### src/icu_consts.svh
`ifndef ICU_CONSTS_SVH
`define ICU_CONSTS_SVH

// Register indices; the byte address on the bus is four times the index.
`define ICU_IDX_ENABLE_MASK     16'h4302
`define ICU_IDX_CONTROL         16'h4304
`define ICU_IDX_LEVEL_SETUP     16'h4306
`define ICU_IDX_STATUS          16'h43F0

// Number of sources and width of one priority level.
`define ICU_NUM_SRC             16
`define ICU_LVL_W               3

// Controller control fields.
`define ICU_CTL_GEN_BIT         0
`define ICU_CTL_WMASK           16'h0001
`define ICU_CTL_RESET           1'b0

// Port level setup fields.
`define ICU_LVL_P1_TRIG_BIT     12
`define ICU_LVL_P1_LVL_LSB      8
`define ICU_LVL_P0_TRIG_BIT     4
`define ICU_LVL_P0_LVL_LSB      0
`define ICU_LVL_WMASK           16'h1717
`define ICU_LVL_RESET           16'h0000

// Enable mask fields.
`define ICU_EN_WMASK            16'hFFFF
`define ICU_EN_RESET            16'h0000

// Status fields.
`define ICU_STA_FLAG_LSB        0
`define ICU_STA_REQ_BIT         4
`define ICU_STA_VEC_LSB         8
`define ICU_STA_LVL_LSB         12

`endif

### src/icu_pkg.sv
package icu_pkg;

    typedef enum logic {
        ICU_TRIG_PULSE = 1'b0,
        ICU_TRIG_LEVEL = 1'b1
    } icu_trig_t;

    typedef logic [2:0]        icu_level_t;
    typedef logic [3:0]        icu_vec_t;
    typedef logic [15:0]       icu_src_vec_t;
    typedef logic [13:0][2:0]  icu_ext_levels_t;
    typedef logic [15:0][2:0]  icu_all_levels_t;

endpackage : icu_pkg

### src/icu_req_if.sv
`timescale 1ns/1ps

interface icu_req_if;
    import icu_pkg::*;

    icu_src_vec_t    pending;
    icu_all_levels_t levels;
    logic            req;
    icu_vec_t        vec;
    icu_level_t      lvl;

    modport producer (
        output pending,
        output levels,
        input  req,
        input  vec,
        input  lvl
    );

    modport resolver (
        input  pending,
        input  levels,
        output req,
        output vec,
        output lvl
    );

endinterface : icu_req_if

### src/icu_port_trig.sv
`timescale 1ns/1ps

module icu_port_trig (
    // Clock and reset.
    input  wire logic       i_clk,
    input  wire logic       i_rst_n,
    // Trigger modes and source lines.
    input  wire logic [1:0] i_mode,
    input  wire logic [1:0] i_src,
    input  wire logic [1:0] i_clr,
    // Flags.
    output logic      [1:0] o_flag
);
    import icu_pkg::*;

    logic [1:0] flag_q;
    logic [1:0] flag_d;

    always_comb begin
        for (int k = 0; k < 2; k++) begin
            if (icu_trig_t'(i_mode[k]) == ICU_TRIG_LEVEL) begin
                // The flag follows the sampled line; a clear has no effect.
                flag_d[k] = i_src[k];
            end else begin
                // A high sample sets the flag, which then holds until cleared.
                // A high sample in the clear cycle keeps the flag set.
                flag_d[k] = i_src[k] | (flag_q[k] & ~i_clr[k]);
            end
        end
    end

    always_ff @(posedge i_clk or negedge i_rst_n) begin
        if (!i_rst_n) begin
            flag_q <= 2'h0;
        end else begin
            flag_q <= flag_d;
        end
    end

    assign o_flag = flag_q;

endmodule : icu_port_trig

### src/icu_prio.sv
`timescale 1ns/1ps
`include "icu_consts.svh"

module icu_prio (
    // Clock and reset.
    input  wire logic  i_clk,
    input  wire logic  i_rst_n,
    // Requests in, winner out.
    icu_req_if.resolver bus
);
    import icu_pkg::*;

    logic       req_q;
    logic       req_d;
    icu_vec_t   vec_q;
    icu_vec_t   vec_d;
    icu_level_t lvl_q;
    icu_level_t lvl_d;

    // Strictly greater wins, so on equal levels the lowest index stays chosen.
    always_comb begin
        req_d = 1'b0;
        vec_d = 4'h0;
        lvl_d = 3'h0;
        for (int i = 0; i < `ICU_NUM_SRC; i++) begin
            if (bus.pending[i] && (!req_d || bus.levels[i] > lvl_d)) begin
                req_d = 1'b1;
                vec_d = 4'(i);
                lvl_d = bus.levels[i];
            end
        end
    end

    always_ff @(posedge i_clk or negedge i_rst_n) begin
        if (!i_rst_n) begin
            req_q <= 1'b0;
            vec_q <= 4'h0;
            lvl_q <= 3'h0;
        end else begin
            req_q <= req_d;
            vec_q <= vec_d;
            lvl_q <= lvl_d;
        end
    end

    assign bus.req = req_q;
    assign bus.vec = vec_q;
    assign bus.lvl = lvl_q;

endmodule : icu_prio

### src/icu_top.sv
// Overview of operation
// - Each source requests only while its enable bit is 1; enables reset to 0.
// - Enable bits 8 to 15 gate the timers, serial, remote, SPI and I2C sources.
// - Enable bits 0 to 7 gate ports, timers, supply detector, LCD and PWM sources.
// - Control bit 0 permits all interrupt generation when 1; resets to 0.
// - Level setup bit 12 picks port 1 trigger: 1 level, 0 pulse at reset.
// - Level setup bit 4 picks port 0 trigger: 1 level, 0 pulse at reset.
// - Level setup holds port 1 level at bits 10-8, port 0 at 2-0.
// - Pulse mode: a sampled high sets the flag and holds it until cleared.
// - Level mode: the flag copies the sampled line; writing 1 cannot clear it.
// - Highest level enabled request wins; ties go to the lowest vector.
`timescale 1ns/1ps
`include "icu_consts.svh"

module icu_top (
    // Clock and reset.
    input  wire logic                      i_core_clk,
    input  wire logic                      i_rstn,
    // APB slave.
    input  wire logic                      i_psel,
    input  wire logic                      i_penable,
    input  wire logic                      i_pwrite,
    input  wire logic [31:0]               i_paddr,
    input  wire logic [31:0]               i_pwdata,
    input  wire logic [3:0]                i_pstrb,
    output logic      [31:0]               o_prdata,
    output logic                           o_pready,
    output logic                           o_pslverr,
    // Interrupt sources.
    input  wire icu_pkg::icu_src_vec_t     i_src_req,
    input  wire icu_pkg::icu_ext_levels_t  i_ext_level,
    input  wire logic [1:0]                i_port_flag_clr,
    // Port flags.
    output logic      [1:0]                o_port_flag,
    // Request to the core.
    output logic                           o_irq_req,
    output icu_pkg::icu_vec_t              o_irq_vec,
    output icu_pkg::icu_level_t            o_irq_level
);
    import icu_pkg::*;

    // True when the byte address hits the word of the given register index.
    function automatic logic addr_is(input logic [31:0] addr, input logic [15:0] idx);
        return addr == {14'h0000, idx, 2'b00};
    endfunction : addr_is

    // Merges the low two byte lanes of a write into a register value.
    function automatic logic [15:0] wr_merge(input logic [15:0] old_val,
                                             input logic [31:0] wdata,
                                             input logic [3:0]  strb,
                                             input logic [15:0] wmask);
        logic [15:0] lanes;
        logic [15:0] nv;
        lanes = {{8{strb[1]}}, {8{strb[0]}}};
        nv    = (wdata[15:0] & lanes) | (old_val & ~lanes);
        return nv & wmask;
    endfunction : wr_merge

    // Reset release through two flip-flops.
    logic rst_meta_q;
    logic rst_n_q;

    always_ff @(posedge i_core_clk or negedge i_rstn) begin
        if (!i_rstn) begin
            rst_meta_q <= 1'b0;
            rst_n_q    <= 1'b0;
        end else begin
            rst_meta_q <= 1'b1;
            rst_n_q    <= rst_meta_q;
        end
    end

    // Register state.
    icu_src_vec_t en_mask_q;
    icu_src_vec_t en_mask_d;
    logic         gen_en_q;
    logic         gen_en_d;
    logic [15:0]  lvl_setup_q;
    logic [15:0]  lvl_setup_d;
    logic [15:0]  ctl_wr;
    logic [31:0]  prdata_q;
    logic [31:0]  prdata_d;

    // Bus decode.
    logic         hit_en;
    logic         hit_ctl;
    logic         hit_lvl;
    logic         hit_sta;
    logic         hit_any;
    logic         setup_rd;
    logic         access_wr;
    logic [15:0]  rd_word;
    logic [15:0]  status_word;

    // Source side.
    logic [1:0]   port_flag;
    logic [1:0]   port_mode;
    icu_level_t   p0_level;
    icu_level_t   p1_level;
    icu_src_vec_t src_pending;
    icu_src_vec_t src_gated;

    icu_req_if req_bus ();

    assign hit_en    = addr_is(i_paddr, `ICU_IDX_ENABLE_MASK);
    assign hit_ctl   = addr_is(i_paddr, `ICU_IDX_CONTROL);
    assign hit_lvl   = addr_is(i_paddr, `ICU_IDX_LEVEL_SETUP);
    assign hit_sta   = addr_is(i_paddr, `ICU_IDX_STATUS);
    assign hit_any   = hit_en | hit_ctl | hit_lvl | hit_sta;
    assign setup_rd  = i_psel & ~i_penable & ~i_pwrite;
    assign access_wr = i_psel & i_penable & i_pwrite;

    // Every access completes in its first access cycle.
    assign o_pready  = 1'b1;
    assign o_pslverr = i_psel & i_penable & ~hit_any;

    // Status shows the live port flags and the forwarded request.
    always_comb begin
        status_word = 16'h0000;
        status_word[`ICU_STA_FLAG_LSB +: 2] = port_flag;
        status_word[`ICU_STA_REQ_BIT]       = req_bus.req;
        status_word[`ICU_STA_VEC_LSB +: 4]  = req_bus.vec;
        status_word[`ICU_STA_LVL_LSB +: 3]  = req_bus.lvl;
    end

    // Read data is captured in the setup cycle; reserved bits read zero.
    always_comb begin
        rd_word = 16'h0000;
        if (hit_en) begin
            rd_word = en_mask_q;
        end else if (hit_ctl) begin
            rd_word[`ICU_CTL_GEN_BIT] = gen_en_q;
        end else if (hit_lvl) begin
            rd_word = lvl_setup_q;
        end else if (hit_sta) begin
            rd_word = status_word;
        end
        prdata_d = setup_rd ? {16'h0000, rd_word} : prdata_q;
    end

    // Writes take effect at the access edge; status is read only.
    always_comb begin
        en_mask_d   = en_mask_q;
        gen_en_d    = gen_en_q;
        lvl_setup_d = lvl_setup_q;
        ctl_wr      = wr_merge({15'h0000, gen_en_q}, i_pwdata, i_pstrb, `ICU_CTL_WMASK);
        if (access_wr && hit_en) begin
            en_mask_d = wr_merge(en_mask_q, i_pwdata, i_pstrb, `ICU_EN_WMASK);
        end
        if (access_wr && hit_ctl) begin
            gen_en_d = ctl_wr[`ICU_CTL_GEN_BIT];
        end
        if (access_wr && hit_lvl) begin
            lvl_setup_d = wr_merge(lvl_setup_q, i_pwdata, i_pstrb, `ICU_LVL_WMASK);
        end
    end

    always_ff @(posedge i_core_clk or negedge rst_n_q) begin
        if (!rst_n_q) begin
            en_mask_q   <= `ICU_EN_RESET;
            gen_en_q    <= `ICU_CTL_RESET;
            lvl_setup_q <= `ICU_LVL_RESET;
            prdata_q    <= 32'h0000_0000;
        end else begin
            en_mask_q   <= en_mask_d;
            gen_en_q    <= gen_en_d;
            lvl_setup_q <= lvl_setup_d;
            prdata_q    <= prdata_d;
        end
    end

    assign o_prdata = prdata_q;

    // Port trigger modes and levels from the setup register.
    assign port_mode[1] = lvl_setup_q[`ICU_LVL_P1_TRIG_BIT];
    assign port_mode[0] = lvl_setup_q[`ICU_LVL_P0_TRIG_BIT];
    assign p1_level     = lvl_setup_q[`ICU_LVL_P1_LVL_LSB +: `ICU_LVL_W];
    assign p0_level     = lvl_setup_q[`ICU_LVL_P0_LVL_LSB +: `ICU_LVL_W];

    icu_port_trig u_port_trig (
        .i_clk   (i_core_clk),
        .i_rst_n (rst_n_q),
        .i_mode  (port_mode),
        .i_src   (i_src_req[1:0]),
        .i_clr   (i_port_flag_clr),
        .o_flag  (port_flag)
    );

    assign o_port_flag = port_flag;

    // Bits 0 and 1 are the port flags; bits 2 to 15 take the peripheral lines.
    assign src_pending = {i_src_req[15:8], i_src_req[7:2], port_flag};

    // Nothing reaches the resolver until the controller is enabled.
    assign src_gated = src_pending & en_mask_q & {16{gen_en_q}};

    assign req_bus.pending = src_gated;
    assign req_bus.levels  = {i_ext_level, p1_level, p0_level};

    icu_prio u_prio (
        .i_clk   (i_core_clk),
        .i_rst_n (rst_n_q),
        .bus     (req_bus.resolver)
    );

    assign o_irq_req   = req_bus.req;
    assign o_irq_vec   = req_bus.vec;
    assign o_irq_level = req_bus.lvl;

endmodule : icu_top

### config.mk
export PLATFORM = sky130hd
export DESIGN_NAME = icu_top
export DESIGN_NICKNAME = d
export VERILOG_FILES = /design/src/icu_pkg.sv /design/src/icu_req_if.sv /design/src/icu_port_trig.sv /design/src/icu_prio.sv /design/src/icu_top.sv
export VERILOG_INCLUDE_DIRS = /design/src
export SDC_FILE = /design/constraint.sdc
export NUM_CORES = 1
export LEC_CHECK = 0
export ABC_AREA = 1
export BUFFER_PORTS_ARGS = -buffer_cell sky130_fd_sc_hd__buf_2
export CAP_MARGIN = 20
export CORE_ASPECT_RATIO = 1.5
export CORE_UTILIZATION = 50
export DETAILED_ROUTE_END_ITERATION = 8
export HOLD_SLACK_MARGIN = 0.12
export PLACE_DENSITY = 0.81
export SETUP_SLACK_MARGIN = 0.5
export SYNTH_ARGS = -nofsm -noshare
export SYNTH_HDL_FRONTEND = slang
export SYNTH_SLANG_ARGS = --single-unit
### constraint.sdc
create_clock -name i_core_clk -period 2.3 [get_ports i_core_clk]
set_input_delay 0.115 -clock i_core_clk [delete_from_list [all_inputs] [get_ports i_core_clk]]
set_output_delay 0.115 -clock i_core_clk [all_outputs]
set_load 0.02 [all_outputs]
==> implementation parameters, run 1 <==
Parameter                              Value

Outcome
  Status    aborted with a tool error
  Last stage the flow got to    global routing (5_1_grt)
  First error message    [ERROR GRT-0232] Routing congestion too high. Check the congestion heatmap in the GUI.

Floorplanning
  Number of cell rows    42
  Height of the die    approximately 120 um
  Die W    80.42 um
  Count of boundary I/O pins    about 180
  Starting Density    0.5193

Yosys
  Share of flip-flops with an asynchronous set or reset    1.000
  Average cell area after synthesis    6.956 um2
  Count of warnings emitted by yosys    0
  Synthesis-stage register bit count    53
  Register area share after synthesis    0.2876
  Number of enable-type register cells in the synthesized netlist    0
  Cells after Synth    about 660
  Post-synth design cell area    4612 um2
  Unique masters post-synth    40
  Dominant register cell in the synthesized netlist    sky130_fd_sc_hd__dfrtp_1

Global routing
  Global route overflow    60
  GRT Overall Usage    0.7374
  Maximum number of pins on one net before global-route repair    27

CTS
  Clock tree root driver cell    sky130_fd_sc_hd__clkbuf_16
  Number of buffers created by CTS    5
  Clock Sink Count    53
  Clock tree buffer depth    2
  CTS H-Tree Depth    2

Place
  Final HPWL from detailed placement    approximately 12000 um
  Number of I/O port buffers    141
  Placer congestion estimate    between 0.9 and 1

STA
  Worst setup endpoint after the global-route repair_timing    u_prio.bus.vec[3]$_DFF_PN0_/D
  Worst endpoint type    register data pin
==> synthesized netlist by cell type (13+ instances only) <==
cell / n / share of area
sky130_fd_sc_hd__a21oi_1: 20 / 0.022
sky130_fd_sc_hd__nor2_1: 33 / 0.027
sky130_fd_sc_hd__inv_1: 103 / 0.084
sky130_fd_sc_hd__nand2_1: 160 / 0.13
sky130_fd_sc_hd__nand3_2: 14 / 0.030
sky130_fd_sc_hd__dfrtp_1: 53 / 0.29
sky130_fd_sc_hd__ha_1: 38 / 0.10
sky130_fd_sc_hd__nand3_1: 48 / 0.052
sky130_fd_sc_hd__buf_4: 17 / 0.028
sky130_fd_sc_hd__o21ai_0: 65 / 0.071
sky130_fd_sc_hd__o21ai_1: 13 / 0.014
sky130_fd_sc_hd__nand2_2: 19 / 0.026
==> through the flow <==
step	cell area, um2	worst slack [ns]	cells	util
after global placement	6598	-12.32	1047	0.7429
after CTS	7533	-12.48	1119	0.8483
after detailed placement	6598	-13.13	1047	0.7429
after floorplan	4842	-11.98	679	-
==> kinds of logic after synthesis <==
kind of cell,synth area share
muxes,0.01953
buffers and inverters,0.1237
other,0.001628
AOI/OAI and AO/OA,0.1310
DFF,0.2876
adders and majority gates,0.1031
and+or+nand+nor,0.3334
==> routing by layer <==
layer  overflow  track usage
met5          0       0.1824
met4         30       0.8136
met3          0       0.5376
met2         29       0.9317
met1          1       0.6995
==> timing repair <==
item / CTS
buffers inserted: 44
gates cloned: 0
resized for setup: 64
pin swaps: 46
hold buffers: 20
setup endpoints to repair: 31
endpoints found under the hold margin: 21
==> inputs of run 2 (changes only) <==
--- a/config.mk
+++ b/config.mk
@@ -9,12 +9,9 @@
 export ABC_AREA = 1
 export BUFFER_PORTS_ARGS = -buffer_cell sky130_fd_sc_hd__buf_2
 export CAP_MARGIN = 20
-export CORE_ASPECT_RATIO = 1.5
-export CORE_UTILIZATION = 50
+export CORE_UTILIZATION = 40
 export DETAILED_ROUTE_END_ITERATION = 8
-export HOLD_SLACK_MARGIN = 0.12
-export PLACE_DENSITY = 0.81
-export SETUP_SLACK_MARGIN = 0.5
+export PLACE_DENSITY_LB_ADDON = 0.15
 export SYNTH_ARGS = -nofsm -noshare
 export SYNTH_HDL_FRONTEND = slang
 export SYNTH_SLANG_ARGS = --single-unit
==> run 2 against run 1 <==
  * The flow now finishes, with violations (negative setup slack)
  * Area after synthesis did not move
  * Synthesized cell count unchanged
==> implementation parameters, run 2 <==
Parameter                              Value

Outcome
  Status    finished, violations left
  Failing checks    negative setup slack

Routing
  Total number of vias    5418
  Number of iterations in the first detailed-routing pass    4
  DRC errors left    0
  Post-route antenna net violation count    0
  Routed length per placed instance    roughly 13 um
  Mean number of vias per cell    4.829
  Total length of routed wires    about 15000 um
  DRC marker count from the first detailed-route iteration    200

Yosys
  Share of flip-flops with an asynchronous set or reset    1.000 (unchanged)
  Adder and majority cell fraction of the synthesized area    0.1031 (unchanged)
  Cells after Synth    663 (unchanged)
  Post-synth design cell area    4612 um2 (unchanged)
  Yosys top cell by area    sky130_fd_sc_hd__dfrtp_1
  Xor and xnor fraction of the mapped netlist area    0 (unchanged)
  Unique masters post-synth    40 (unchanged)
  Number of enable-type register cells in the synthesized netlist    0 (unchanged)
  Register area share after synthesis    0.2876 (unchanged)
  Average cell area after synthesis    6.956 um2 (unchanged)
  Mux share of post-synthesis cell area    0.01953 (unchanged)
  Dominant cell by count in the synthesized netlist    sky130_fd_sc_hd__nand2_1
  Count of warnings emitted by yosys    0 (unchanged)
  Main combinational cell family by area after synthesis    simple AND/OR/NAND/NOR gates
  Share of the synthesized area in the top cell type    0.2876 (unchanged)
  Ranking of synthesized cells by area    sky130_fd_sc_hd__dfrtp_1 29%, sky130_fd_sc_hd__nand2_1 13%, sky130_fd_sc_hd__ha_1 10%
  Synthesis-stage register bit count    53 (unchanged)
  Cell types with the highest counts after synthesis    160 x sky130_fd_sc_hd__nand2_1, 103 x sky130_fd_sc_hd__inv_1, 65 x sky130_fd_sc_hd__o21ai_0
  Post-synthesis compound-gate area fraction    0.1310 (unchanged)
  Dominant register cell in the synthesized netlist    sky130_fd_sc_hd__dfrtp_1
  Post-synthesis share of cell area spent on and, or, nand and nor gates    0.3334 (unchanged)

Flow run
  Max-capacitance violation count    0

Floorplanning
  Floorplan die area    around 12000 um2
  Starting Density    0.4181 (-0.1012)
  Height of the die    109.4 um (-8.6%)
  Die W    109.4 um (+36%)
  Number of cell rows    38 (-9.5%)
  Count of boundary I/O pins    177 (unchanged)
  Core footprint    11030 um2

Pwr
  Leakage power of the design    4.302 nW
  Overall power consumption    2.105 mW
  Maximum VDD drop    ~540 uV
  Power density of the placed cells    283.6 nW/um2

CTS
  Clock insertion delay at the later pin of the skew report    0.29 ns
  Clock tree root driver cell    sky130_fd_sc_hd__clkbuf_16
  Clock input transition at the sequential cells of the worst setup and hold paths    0.07 ns
  Clock Sink Count    53 (unchanged)
  TritonCTS clock tree    built
  Clock tree buffer depth    2 (unchanged)
  Number of buffers created by CTS    5 (unchanged)
  CTS H-Tree Depth    2 (unchanged)

Place
  Number of cells in the design after placement    1072 (+2.4%)
  Placer congestion estimate    0.8696 (-6.3%)
  Placed standard-cell area    6598 um2 (unchanged)
  Final HPWL from detailed placement    11510 um (-3.1%)
  Dpl ws    -13.13 ns (-0.0004000 ns)
  Number of I/O port buffers    141 (unchanged)

Cells and area
  Post-route insts no fill    around 1100
  Top library cells by usage in the layout, fill and taps aside    174 x sky130_fd_sc_hd__buf_4, 141 x sky130_fd_sc_hd__buf_2, 129 x sky130_fd_sc_hd__nand2_1
  Antenna fix cells    0
  Leading cell type in the layout, fill and taps excluded    sky130_fd_sc_hd__buf_4
  Area overhead of the layout relative to synthesis    60.93%
  Nets    1152
  Share of the core filled with cells    0.6729
  Fraction of final layout cells sized beyond drive strength 1    0.4949
  Final instance area    about 7400 um2

STA
  Worst Slack Setup Final    -12.84 ns
  Finish-stage setup viols    8
  Worst Hold Margin    about 0.0028 ns
  Top achievable clock speed    66.07 MHz
  Hold violation total from the final report    0
  RSZ-0062 raised after global routing    true
  Setup TNS Final    -91.46 ns
  Slew Limit Fails    0
  Final cycle utilization of the critical path    6.581
  Final worst path period need    around 15 ns
  Worst-case clock skew    0.006699 ns

Critical path
  Arrival time of data at the critical path endpoint    15.32 ns
  Class of the most critical setup path    flip-flop to flip-flop
  Worst path most repeated cell    sky130_fd_sc_hd__nand2_2
  Critical path's largest stage delay    0.40 ns
  Kind of end point of the critical path    flip-flop
  Critical Path Source Type    flip-flop
  Worst path slowest cell    sky130_fd_sc_hd__dfrtp_1
  CP Data Required Time    between 2 and 2.5 ns
  Maximum fanout along the worst path    7

Global routing
  Global route overflow    0
  GRT Overall Usage    0.2476
  Vias in the first global route    5385
  Global-route wire length before repair    23570 um
  Maximum number of pins on one net before global-route repair    26
  Antenna violations before repair    0

Min path
  Worst min-delay path class    input port to flip-flop
-- run 2: area by class of cell --
cell class / instances / area [um2]
inverter: 107 / 404.1
fill: 959 / 3608
sequential: 53 / 1329
tap: 140 / 175.2
clock buffer: 6 / 138.9
timing repair buffer: 321 / 2087
multi-input combinational: 493 / 3272
clock inverter: 2 / 16.27
-- run 2: worst max-delay path: cells and delay by family, from the launching register on --
kind,cells,cell delay (ns)
AOI/OAI and AO/OA,33,3.31
adders and majority gates,15,3.98
buffers and inverters,15,0.83
DFF,1,0.40
and+or+nand+nor,75,6.46
-- run 2: where the power goes --
part | internal, mW | switching (mW)
sequential | 0.939 | 0.0103
combinational | 0.181 | 0.203
clock | 0.437 | 0.335
total | 1.56 | 0.548
-- run 2: repair_timing --
item                                    in CTS  in global routing
hold buffers                                 1                  0
endpoints found under the setup margin       8                  8
pin swaps                                   57                 52
buffers inserted                            26                 15
resized for setup                           58                 26
hold endpoints to repair                     2                  0
-- run 2: per-layer routing --
layer | global-route usage | up-vias | wire [um]
met5 | 0 | - | 0
li1 | - | 2759 | -
met2 | 0.4704 | 123 | 7708
met4 | 0.04571 | 0 | 224
met3 | 0.03557 | 20 | 666
met1 | 0.2956 | 2516 | 6098
-- run 2: final timing paths --
check                                    from                          to  slack, ns  cells past startpoint
hold / removal             i_port_flag_clr[1]       u_port_trig.o_flag[1]      0.003                      2
setup reg to reg                    flip-flop           u_prio.bus.lvl[0]     -12.84                    138
setup / recovery                    flip-flop           u_prio.bus.lvl[0]     -12.84                    138
hold reg to reg                       rst_n_q              u_prio.bus.req       0.20                      0
min in group asynchronous              i_rstn                  rst_meta_q       0.14                      2
max in group asynchronous             rst_n_q  asynchronous set/reset pin       1.55                      1
-- run 2: cells by family after synthesis --
kind of cell    Yosys count
compound gates          114
other cells               2
fa+ha+maj                38
buf+inv                 133
flops                    53
simple gates            315
mux                       8
Note: power is estimated with default switching activity, not from simulation.
==> inputs of run 3 (changes only) <==
--- a/config.mk
+++ b/config.mk
@@ -11,7 +11,9 @@
 export CAP_MARGIN = 20
 export CORE_UTILIZATION = 40
 export DETAILED_ROUTE_END_ITERATION = 8
-export PLACE_DENSITY_LB_ADDON = 0.15
+export PLACE_DENSITY = 0.63
+export REMOVE_ABC_BUFFERS = 1
+export SETUP_SLACK_MARGIN = 0.2
 export SYNTH_ARGS = -nofsm -noshare
 export SYNTH_HDL_FRONTEND = slang
 export SYNTH_SLANG_ARGS = --single-unit
==> run 3 against run 2 <==
  * The flow still finishes with violations (negative setup slack)
  * Setup slack got worse by 0.24 ns
  * Hold slack improved by 0.0053 ns
  * Clock power down 7.6%
  * Sequential share of layout area is 1.1 points lower
  * Largest cell class unchanged
==> implementation parameters, run 3 (synthesized netlist as in run 2, its figures left out) <==
Parameter                              Value

Outcome
  Status    finished, violations left
  Failing checks    negative setup slack

Floorplanning
  Number of cell rows    38 (unchanged)
  Floorplan die area    11960 um2 (unchanged)
  Starting Density    0.4181 (unchanged)
  Die W    109.4 um (unchanged)
  Height of the die    109.4 um (unchanged)
  Core footprint    11030 um2 (unchanged)
  Count of boundary I/O pins    177 (unchanged)

Critical path
  Maximum fanout along the worst path    7 (unchanged)
  Buffer and inverter count on the worst path    17 (+2)
  R2r worst-path depth    139 (+0.72%)
  Worst path most repeated cell    sky130_fd_sc_hd__nand2_2
  Worst path slowest cell    sky130_fd_sc_hd__dfrtp_1
  Source of the worst register-to-register timing path    u_port_trig.o_flag[0]
  CP Data Required Time    2.48 ns (about the same)
  Critical Path Source Type    flip-flop
  End of the worst register-to-register path    u_prio.bus.lvl[1]
  Critical path's largest stage delay    0.40 ns (about the same)
  Kind of end point of the critical path    flip-flop
  Kind of cell adding the most delay to the critical path    simple AND/OR/NAND/NOR gates
  Worst R2R Setup Slack    -13.07 ns (-0.24 ns)
  Class of the most critical setup path    flip-flop to flip-flop
  Arrival time of data at the critical path endpoint    15.55 ns (+0.23 ns)

CTS
  Clock tree root driver cell    sky130_fd_sc_hd__clkbuf_16
  CTS H-Tree Depth    2 (unchanged)
  Clock Sink Count    53 (unchanged)
  Clock tree buffer depth    2 (unchanged)
  Number of buffers created by CTS    5 (unchanged)
  Clock input transition at the sequential cells of the worst setup and hold paths    0.07 ns (about the same)
  TritonCTS clock tree    built
  Clock insertion delay at the later pin of the skew report    0.29 ns (about the same)

Min path
  Endpoint of the worst hold path    u_port_trig.o_flag[0]
  Worst min-delay path class    input port to flip-flop
  Cells on Worst Hold Path    2 (unchanged)
  Hold path startpoint    i_port_flag_clr[0]

Cells and area
  Area overhead of the layout relative to synthesis    71.65%
  Fraction of final layout cells sized beyond drive strength 1    0.5369 (+0.04204)
  Final instance area    7916 um2 (+6.7%)
  Nets    1186 (+3.0%)
  Post-route insts no fill    1155 (+2.9%)
  Top library cells by usage in the layout, fill and taps aside    203 x sky130_fd_sc_hd__buf_4, 141 x sky130_fd_sc_hd__buf_2, 121 x sky130_fd_sc_hd__nand2_1
  Antenna fix cells    0 (unchanged)
  Share of the core filled with cells    0.7177 (+0.04480)
  Leading cell type in the layout, fill and taps excluded    sky130_fd_sc_hd__buf_4

Routing
  DRC marker count from the first detailed-route iteration    324 (+62%)
  Total number of vias    5729 (+5.7%)
  Routed length per placed instance    14.54 um (+11%)
  Total length of routed wires    16790 um (+14%)
  Number of iterations in the first detailed-routing pass    5 (+1)
  Post-route antenna net violation count    0 (unchanged)
  DRC errors left    0 (unchanged)
  Mean number of vias per cell    4.960 (+2.7%)

Global routing
  Global-route wire length before repair    24990 um (+6.0%)
  Antenna violations before repair    0 (unchanged)
  Global route overflow    0 (unchanged)
  Maximum number of pins on one net before global-route repair    31 (+19%)
  GRT Overall Usage    0.2656 (+0.01802)
  Vias in the first global route    5591 (+3.8%)

Pwr
  Maximum VDD drop    244.2 uV (-55%)
  Leakage power of the design    4.520 nW (+5.1%)
  Power density of the placed cells    259.8 nW/um2 (-8.4%)
  Overall power consumption    2.056 mW (-2.3%)

Place
  Dpl ws    -14.17 ns (-1.041 ns)
  Placer congestion estimate    0.8459 (-2.7%)
  Number of cells in the design after placement    1075 (+0.28%)
  Final HPWL from detailed placement    11150 um (-3.1%)
  Number of I/O port buffers    141 (unchanged)
  Placed standard-cell area    6444 um2 (-2.3%)

STA
  Top achievable clock speed    65.05 MHz (-1.5%)
  Hold violation total from the final report    0 (unchanged)
  Worst Slack Setup Final    -13.07 ns (-0.2367 ns)
  RSZ-0062 raised after global routing    true
  Finish-stage setup viols    8 (unchanged)
  Final cycle utilization of the critical path    6.683 (+0.1029)
  Worst-case clock skew    0.005790 ns (-0.0009086 ns)
  Slew Limit Fails    0 (unchanged)
  Worst Hold Margin    0.008097 ns (+0.005288 ns)
  Worst-case headroom to the max-slew limit    0.5642
  Slew at the pin closest to its max-slew limit    approximately 0.65 ns
  Setup TNS Final    -92.86 ns (-1.406 ns)
  Final worst path period need    15.37 ns (+0.2367 ns)

Flow run
  Max-capacitance violation count    0 (unchanged)
-- run 3: cell count changes in the layout (fill, tap and decap cells not counted), moves of 5 or more --
cell and change:
sky130_fd_sc_hd__buf_4 +29, sky130_fd_sc_hd__buf_6 +5, sky130_fd_sc_hd__nand2_1 -8, sky130_fd_sc_hd__nand2_4 +6, sky130_fd_sc_hd__nor2_1 -6, sky130_fd_sc_hd__o21ai_1 -6, sky130_fd_sc_hd__o21ai_4 +6
-- run 3: per-layer routing --
layer  vias to the layer above  share of wire  track usage
li1                       2823              -            -
met3                        50          0.057      0.04209
met5                         -              0            0
met4                         0          0.032       0.1010
met1                      2663           0.40       0.3181
met2                       193           0.51       0.4757
-- run 3: cell type report --
type | instances | area (um2)
Clock inverter | 1 | 5.005
Inverter | 107 | 411.6
Clock buffer | 6 | 128.9
Timing Repair Buffer | 355 | 2356
Sequential cell | 53 | 1328
Multi-Input combinational cell | 493 | 3512
Fill cell | 857 | 3114
Tap cell | 140 | 175.2
-- run 3: what timing repair did --
| action | 4_1_cts | 5_1_grt |
|---|---|---|
| setup endpoints to repair | 8 | 10 |
| endpoints found under the hold margin | 2 | 0 |
| pin swaps | 93 | 93 |
| setup buffers | 55 | 17 |
| hold buffers | 1 | 0 |
| resized for setup | 140 | 64 |
-- run 3: how the worst max path moves through the flow --
stage | to | cells past startpoint | startpoint
2_1_floorplan | u_prio.bus.vec[2] | 137 | flip-flop
3_3_place_gp | u_prio.bus.vec[2] | 136 | flip-flop
3_5_place_dp | u_prio.bus.vec[2] | 135 | u_port_trig.o_flag[0]
4_1_cts | u_prio.bus.lvl[2] | 139 | flip-flop
5_1_grt | u_prio.bus.lvl[1] | 140 | flip-flop
6_report | u_prio.bus.lvl[1] | 139 | u_port_trig.o_flag[0]
-- run 3: where the power goes --
part / switching, mW / internal (mW)
Sequential: 0.0139 / 0.939
Clock: 0.317 / 0.396
Combinational: 0.213 / 0.178
Total: 0.544 / 1.51
==> inputs of run 4 (changes only) <==
--- a/config.mk
+++ b/config.mk
@@ -11,7 +11,8 @@
 export CAP_MARGIN = 20
 export CORE_UTILIZATION = 40
 export DETAILED_ROUTE_END_ITERATION = 8
-export PLACE_DENSITY = 0.63
+export HOLD_SLACK_MARGIN = 0.12
+export PLACE_DENSITY = 0.67
 export REMOVE_ABC_BUFFERS = 1
 export SETUP_SLACK_MARGIN = 0.2
 export SYNTH_ARGS = -nofsm -noshare
==> run 4 against run 3 <==
  * The run still ends with negative setup slack left
  * Fmax fell by 0.86%
  * Hold slack better by 0.12 ns
  * Critical path depth did not move
  * Highest routed layer unchanged
==> implementation parameters, run 4 (synthesized netlist as in run 2, its figures left out) <==
Parameter                              Value

Outcome
  Status    finished, violations left
  Failing checks    negative setup slack

Cells and area
  Top library cells by usage in the layout, fill and taps aside    203 x sky130_fd_sc_hd__buf_4, 141 x sky130_fd_sc_hd__buf_2, 122 x sky130_fd_sc_hd__nand2_1
  Nets    1210 (+2.0%)
  Leading cell type in the layout, fill and taps excluded    sky130_fd_sc_hd__buf_4
  Post-route insts no fill    1181 (+2.3%)
  Share of the core filled with cells    0.7415 (+0.02382)
  Area overhead of the layout relative to synthesis    77.35%
  Fraction of final layout cells sized beyond drive strength 1    0.5279 (-0.009061)

Critical path
  Critical Path Source Type    flip-flop
  Worst path most repeated cell    sky130_fd_sc_hd__nand2_2
  Kind of cell adding the most delay to the critical path    simple AND/OR/NAND/NOR gates
  Maximum fanout along the worst path    6 (-1)
  Kind of end point of the critical path    flip-flop
  Source of the worst register-to-register timing path    u_port_trig.o_flag[0]
  Critical path's largest stage delay    0.39 ns (about the same)
  Worst path slowest cell    sky130_fd_sc_hd__dfrtp_1
  Class of the most critical setup path    flip-flop to flip-flop
  Critical path depth in cells    139 (unchanged)
  Worst R2R Setup Slack    -13.21 ns (-0.13 ns)
  Arrival time of data at the critical path endpoint    15.70 ns (+0.15 ns)
  CP Data Required Time    2.50 ns (+0.02 ns)
  End of the worst register-to-register path    u_prio.bus.lvl[0]
  Buffer and inverter count on the worst path    23 (+6)
  R2r worst-path depth    139 (unchanged)

Floorplanning
  Number of cell rows    38 (unchanged)
  Starting Density    0.4181 (unchanged)
  Floorplan die area    11960 um2 (unchanged)
  Core footprint    11030 um2 (unchanged)
  Die W    109.4 um (unchanged)
  Count of boundary I/O pins    177 (unchanged)
  Height of the die    109.4 um (unchanged)

Routing
  Routed length per placed instance    14.25 um (-2.0%)
  Sum of met3 wire segment lengths after detailed routing    740 um (-22%)
  Mean number of vias per cell    4.935 (-0.51%)
  Total number of vias    5828 (+1.7%)
  Number of iterations in the first detailed-routing pass    5 (unchanged)
  Routed metal-1 wire length    6847 um (+2.5%)
  Routed length on met2    8771 um (+1.8%)
  Post-route antenna net violation count    0 (unchanged)
  DRC errors left    0 (unchanged)
  Highest metal layer with signal wires    met4
  DRC marker count from the first detailed-route iteration    314 (-3.1%)
  Total length of routed wires    16830 um (+0.23%)

Min path
  Hold path startpoint    i_pwdata[1]
  Cells on Worst Hold Path    3 (+1)
  Worst min-delay path class    input port to flip-flop

Place
  Number of I/O port buffers    141 (unchanged)
  Placer congestion estimate    0.8624 (+2.0%)
  Number of cells in the design after placement    1075 (unchanged)
  Final HPWL from detailed placement    10540 um (-5.4%)

STA
  Worst-case headroom to the max-slew limit    0.6666 (+0.1024)
  Finish-stage setup viols    8 (unchanged)
  Final cycle utilization of the critical path    6.741 (+0.05796)
  Setup TNS Final    -94.01 ns (-1.144 ns)
  Hold violation total from the final report    0 (unchanged)
  Slew Limit Fails    0 (unchanged)
  Top achievable clock speed    64.49 MHz (-0.86%)
  Worst Slack Setup Final    -13.21 ns (-0.1333 ns)
  Slew at the pin closest to its max-slew limit    0.4956 ns (-0.1582 ns)
  Final worst path period need    15.51 ns (+0.1333 ns)
  RSZ-0062 raised after global routing    true
  Worst-case clock skew    0.01079 ns (+0.004999 ns)

CTS
  Clock input transition at the sequential cells of the worst setup and hold paths    0.07 ns (about the same)
  CTS H-Tree Depth    2 (unchanged)
  Clock tree buffer depth    2 (unchanged)
  Clock tree root driver cell    sky130_fd_sc_hd__clkbuf_16
  Number of buffers created by CTS    5 (unchanged)
  TritonCTS clock tree    built
  Clock Sink Count    53 (unchanged)
  Clock insertion delay at the later pin of the skew report    0.30 ns (about the same)

Pwr
  Maximum VDD drop    287.0 uV (+18%)
  Power density of the placed cells    267.3 nW/um2 (+2.9%)
  Leakage power of the design    4.600 nW (+1.8%)

Global routing
  Global-route wire length before repair    24720 um (-1.1%)
  Antenna violations before repair    0 (unchanged)
  Global route overflow    0 (unchanged)
  Vias in the first global route    5532 (-1.1%)
  GRT Overall Usage    0.2645 (-0.001111)
  Maximum number of pins on one net before global-route repair    31 (unchanged)

Flow run
  Max-capacitance violation count    0 (unchanged)
[run 4: cell count changes in the layout (fill, tap and decap cells not counted), moves of 3 or more]
cell	previous run	this run
sky130_fd_sc_hd__a21oi_2	9	6
sky130_fd_sc_hd__nor2_4	4	1
sky130_fd_sc_hd__ha_1	21	17
sky130_fd_sc_hd__ha_4	17	21
sky130_fd_sc_hd__dlygate4sd3_1	1	25
[run 4: cell type report]
type / instances / area [um2]
well taps: 140 / 175.2
inverters: 107 / 409.1
diodes: 1 / 2.502
clock buffers: 6 / 138.9
multi-input cells: 493 / 3516
repair buffers: 379 / 2592
fillers: 828 / 2851
flip-flops and latches: 53 / 1328
clock inverters: 2 / 17.52
[run 4: how the worst max path moves through the flow]
stage	start	endpoint	slack, ns
final	u_port_trig.o_flag[0]	u_prio.bus.lvl[0]	-13.21
after global routing	u_port_trig.o_flag[0]	u_prio.bus.vec[2]	-14.32
after CTS	flip-flop	u_prio.bus.lvl[2]	-12.58
after detailed placement	flip-flop	u_prio.bus.vec[3]	-14.12
after global placement	flip-flop	u_prio.bus.vec[3]	-13.80
after floorplan	flip-flop	u_prio.bus.vec[2]	-13.14
[run 4: metrics by stage]
stage	instance area [um2]	power, mW	hold slack, ns	worst slack [ns]
2_1_floorplan	4503	1.111	-0.1806	-13.14
3_3_place_gp	6444	1.285	-0.1008	-13.80
3_5_place_dp	6444	1.289	-0.09916	-14.12
4_1_cts	7734	2.133	0.1230	-12.58
5_1_grt	8177	2.264	0.1307	-14.32
6_report	8179	2.186	0.1280	-13.21
[run 4: layer usage]
metal / track usage / vias up
li1: - / 2877
met3: 0.03912 / 43
met1: 0.3162 / 2736
met2: 0.4816 / 172
met4: 0.09048 / 0
met5: 0 / -
[run 4: timing repair]
action / CTS / global route
endpoints found under the setup margin: 8 / 8
hold endpoints to repair: 28 / 0
pin swaps: 90 / 120
hold buffers: 25 / 0
resized for setup: 124 / 73
setup buffers: 59 / 13
[run 4: report_power, final]
group	internal, mW	switching (mW)	total, mW
combinational	0.214	0.233	0.446
clock	0.440	0.358	0.797
sequential	0.938	0.00432	0.943
[run 4: tightest hold or removal path, stage by stage]
cell                      delay, ns
sky130_fd_sc_hd__buf_2         0.10
sky130_fd_sc_hd__inv_1         0.08
sky130_fd_sc_hd__o21ai_0       0.09
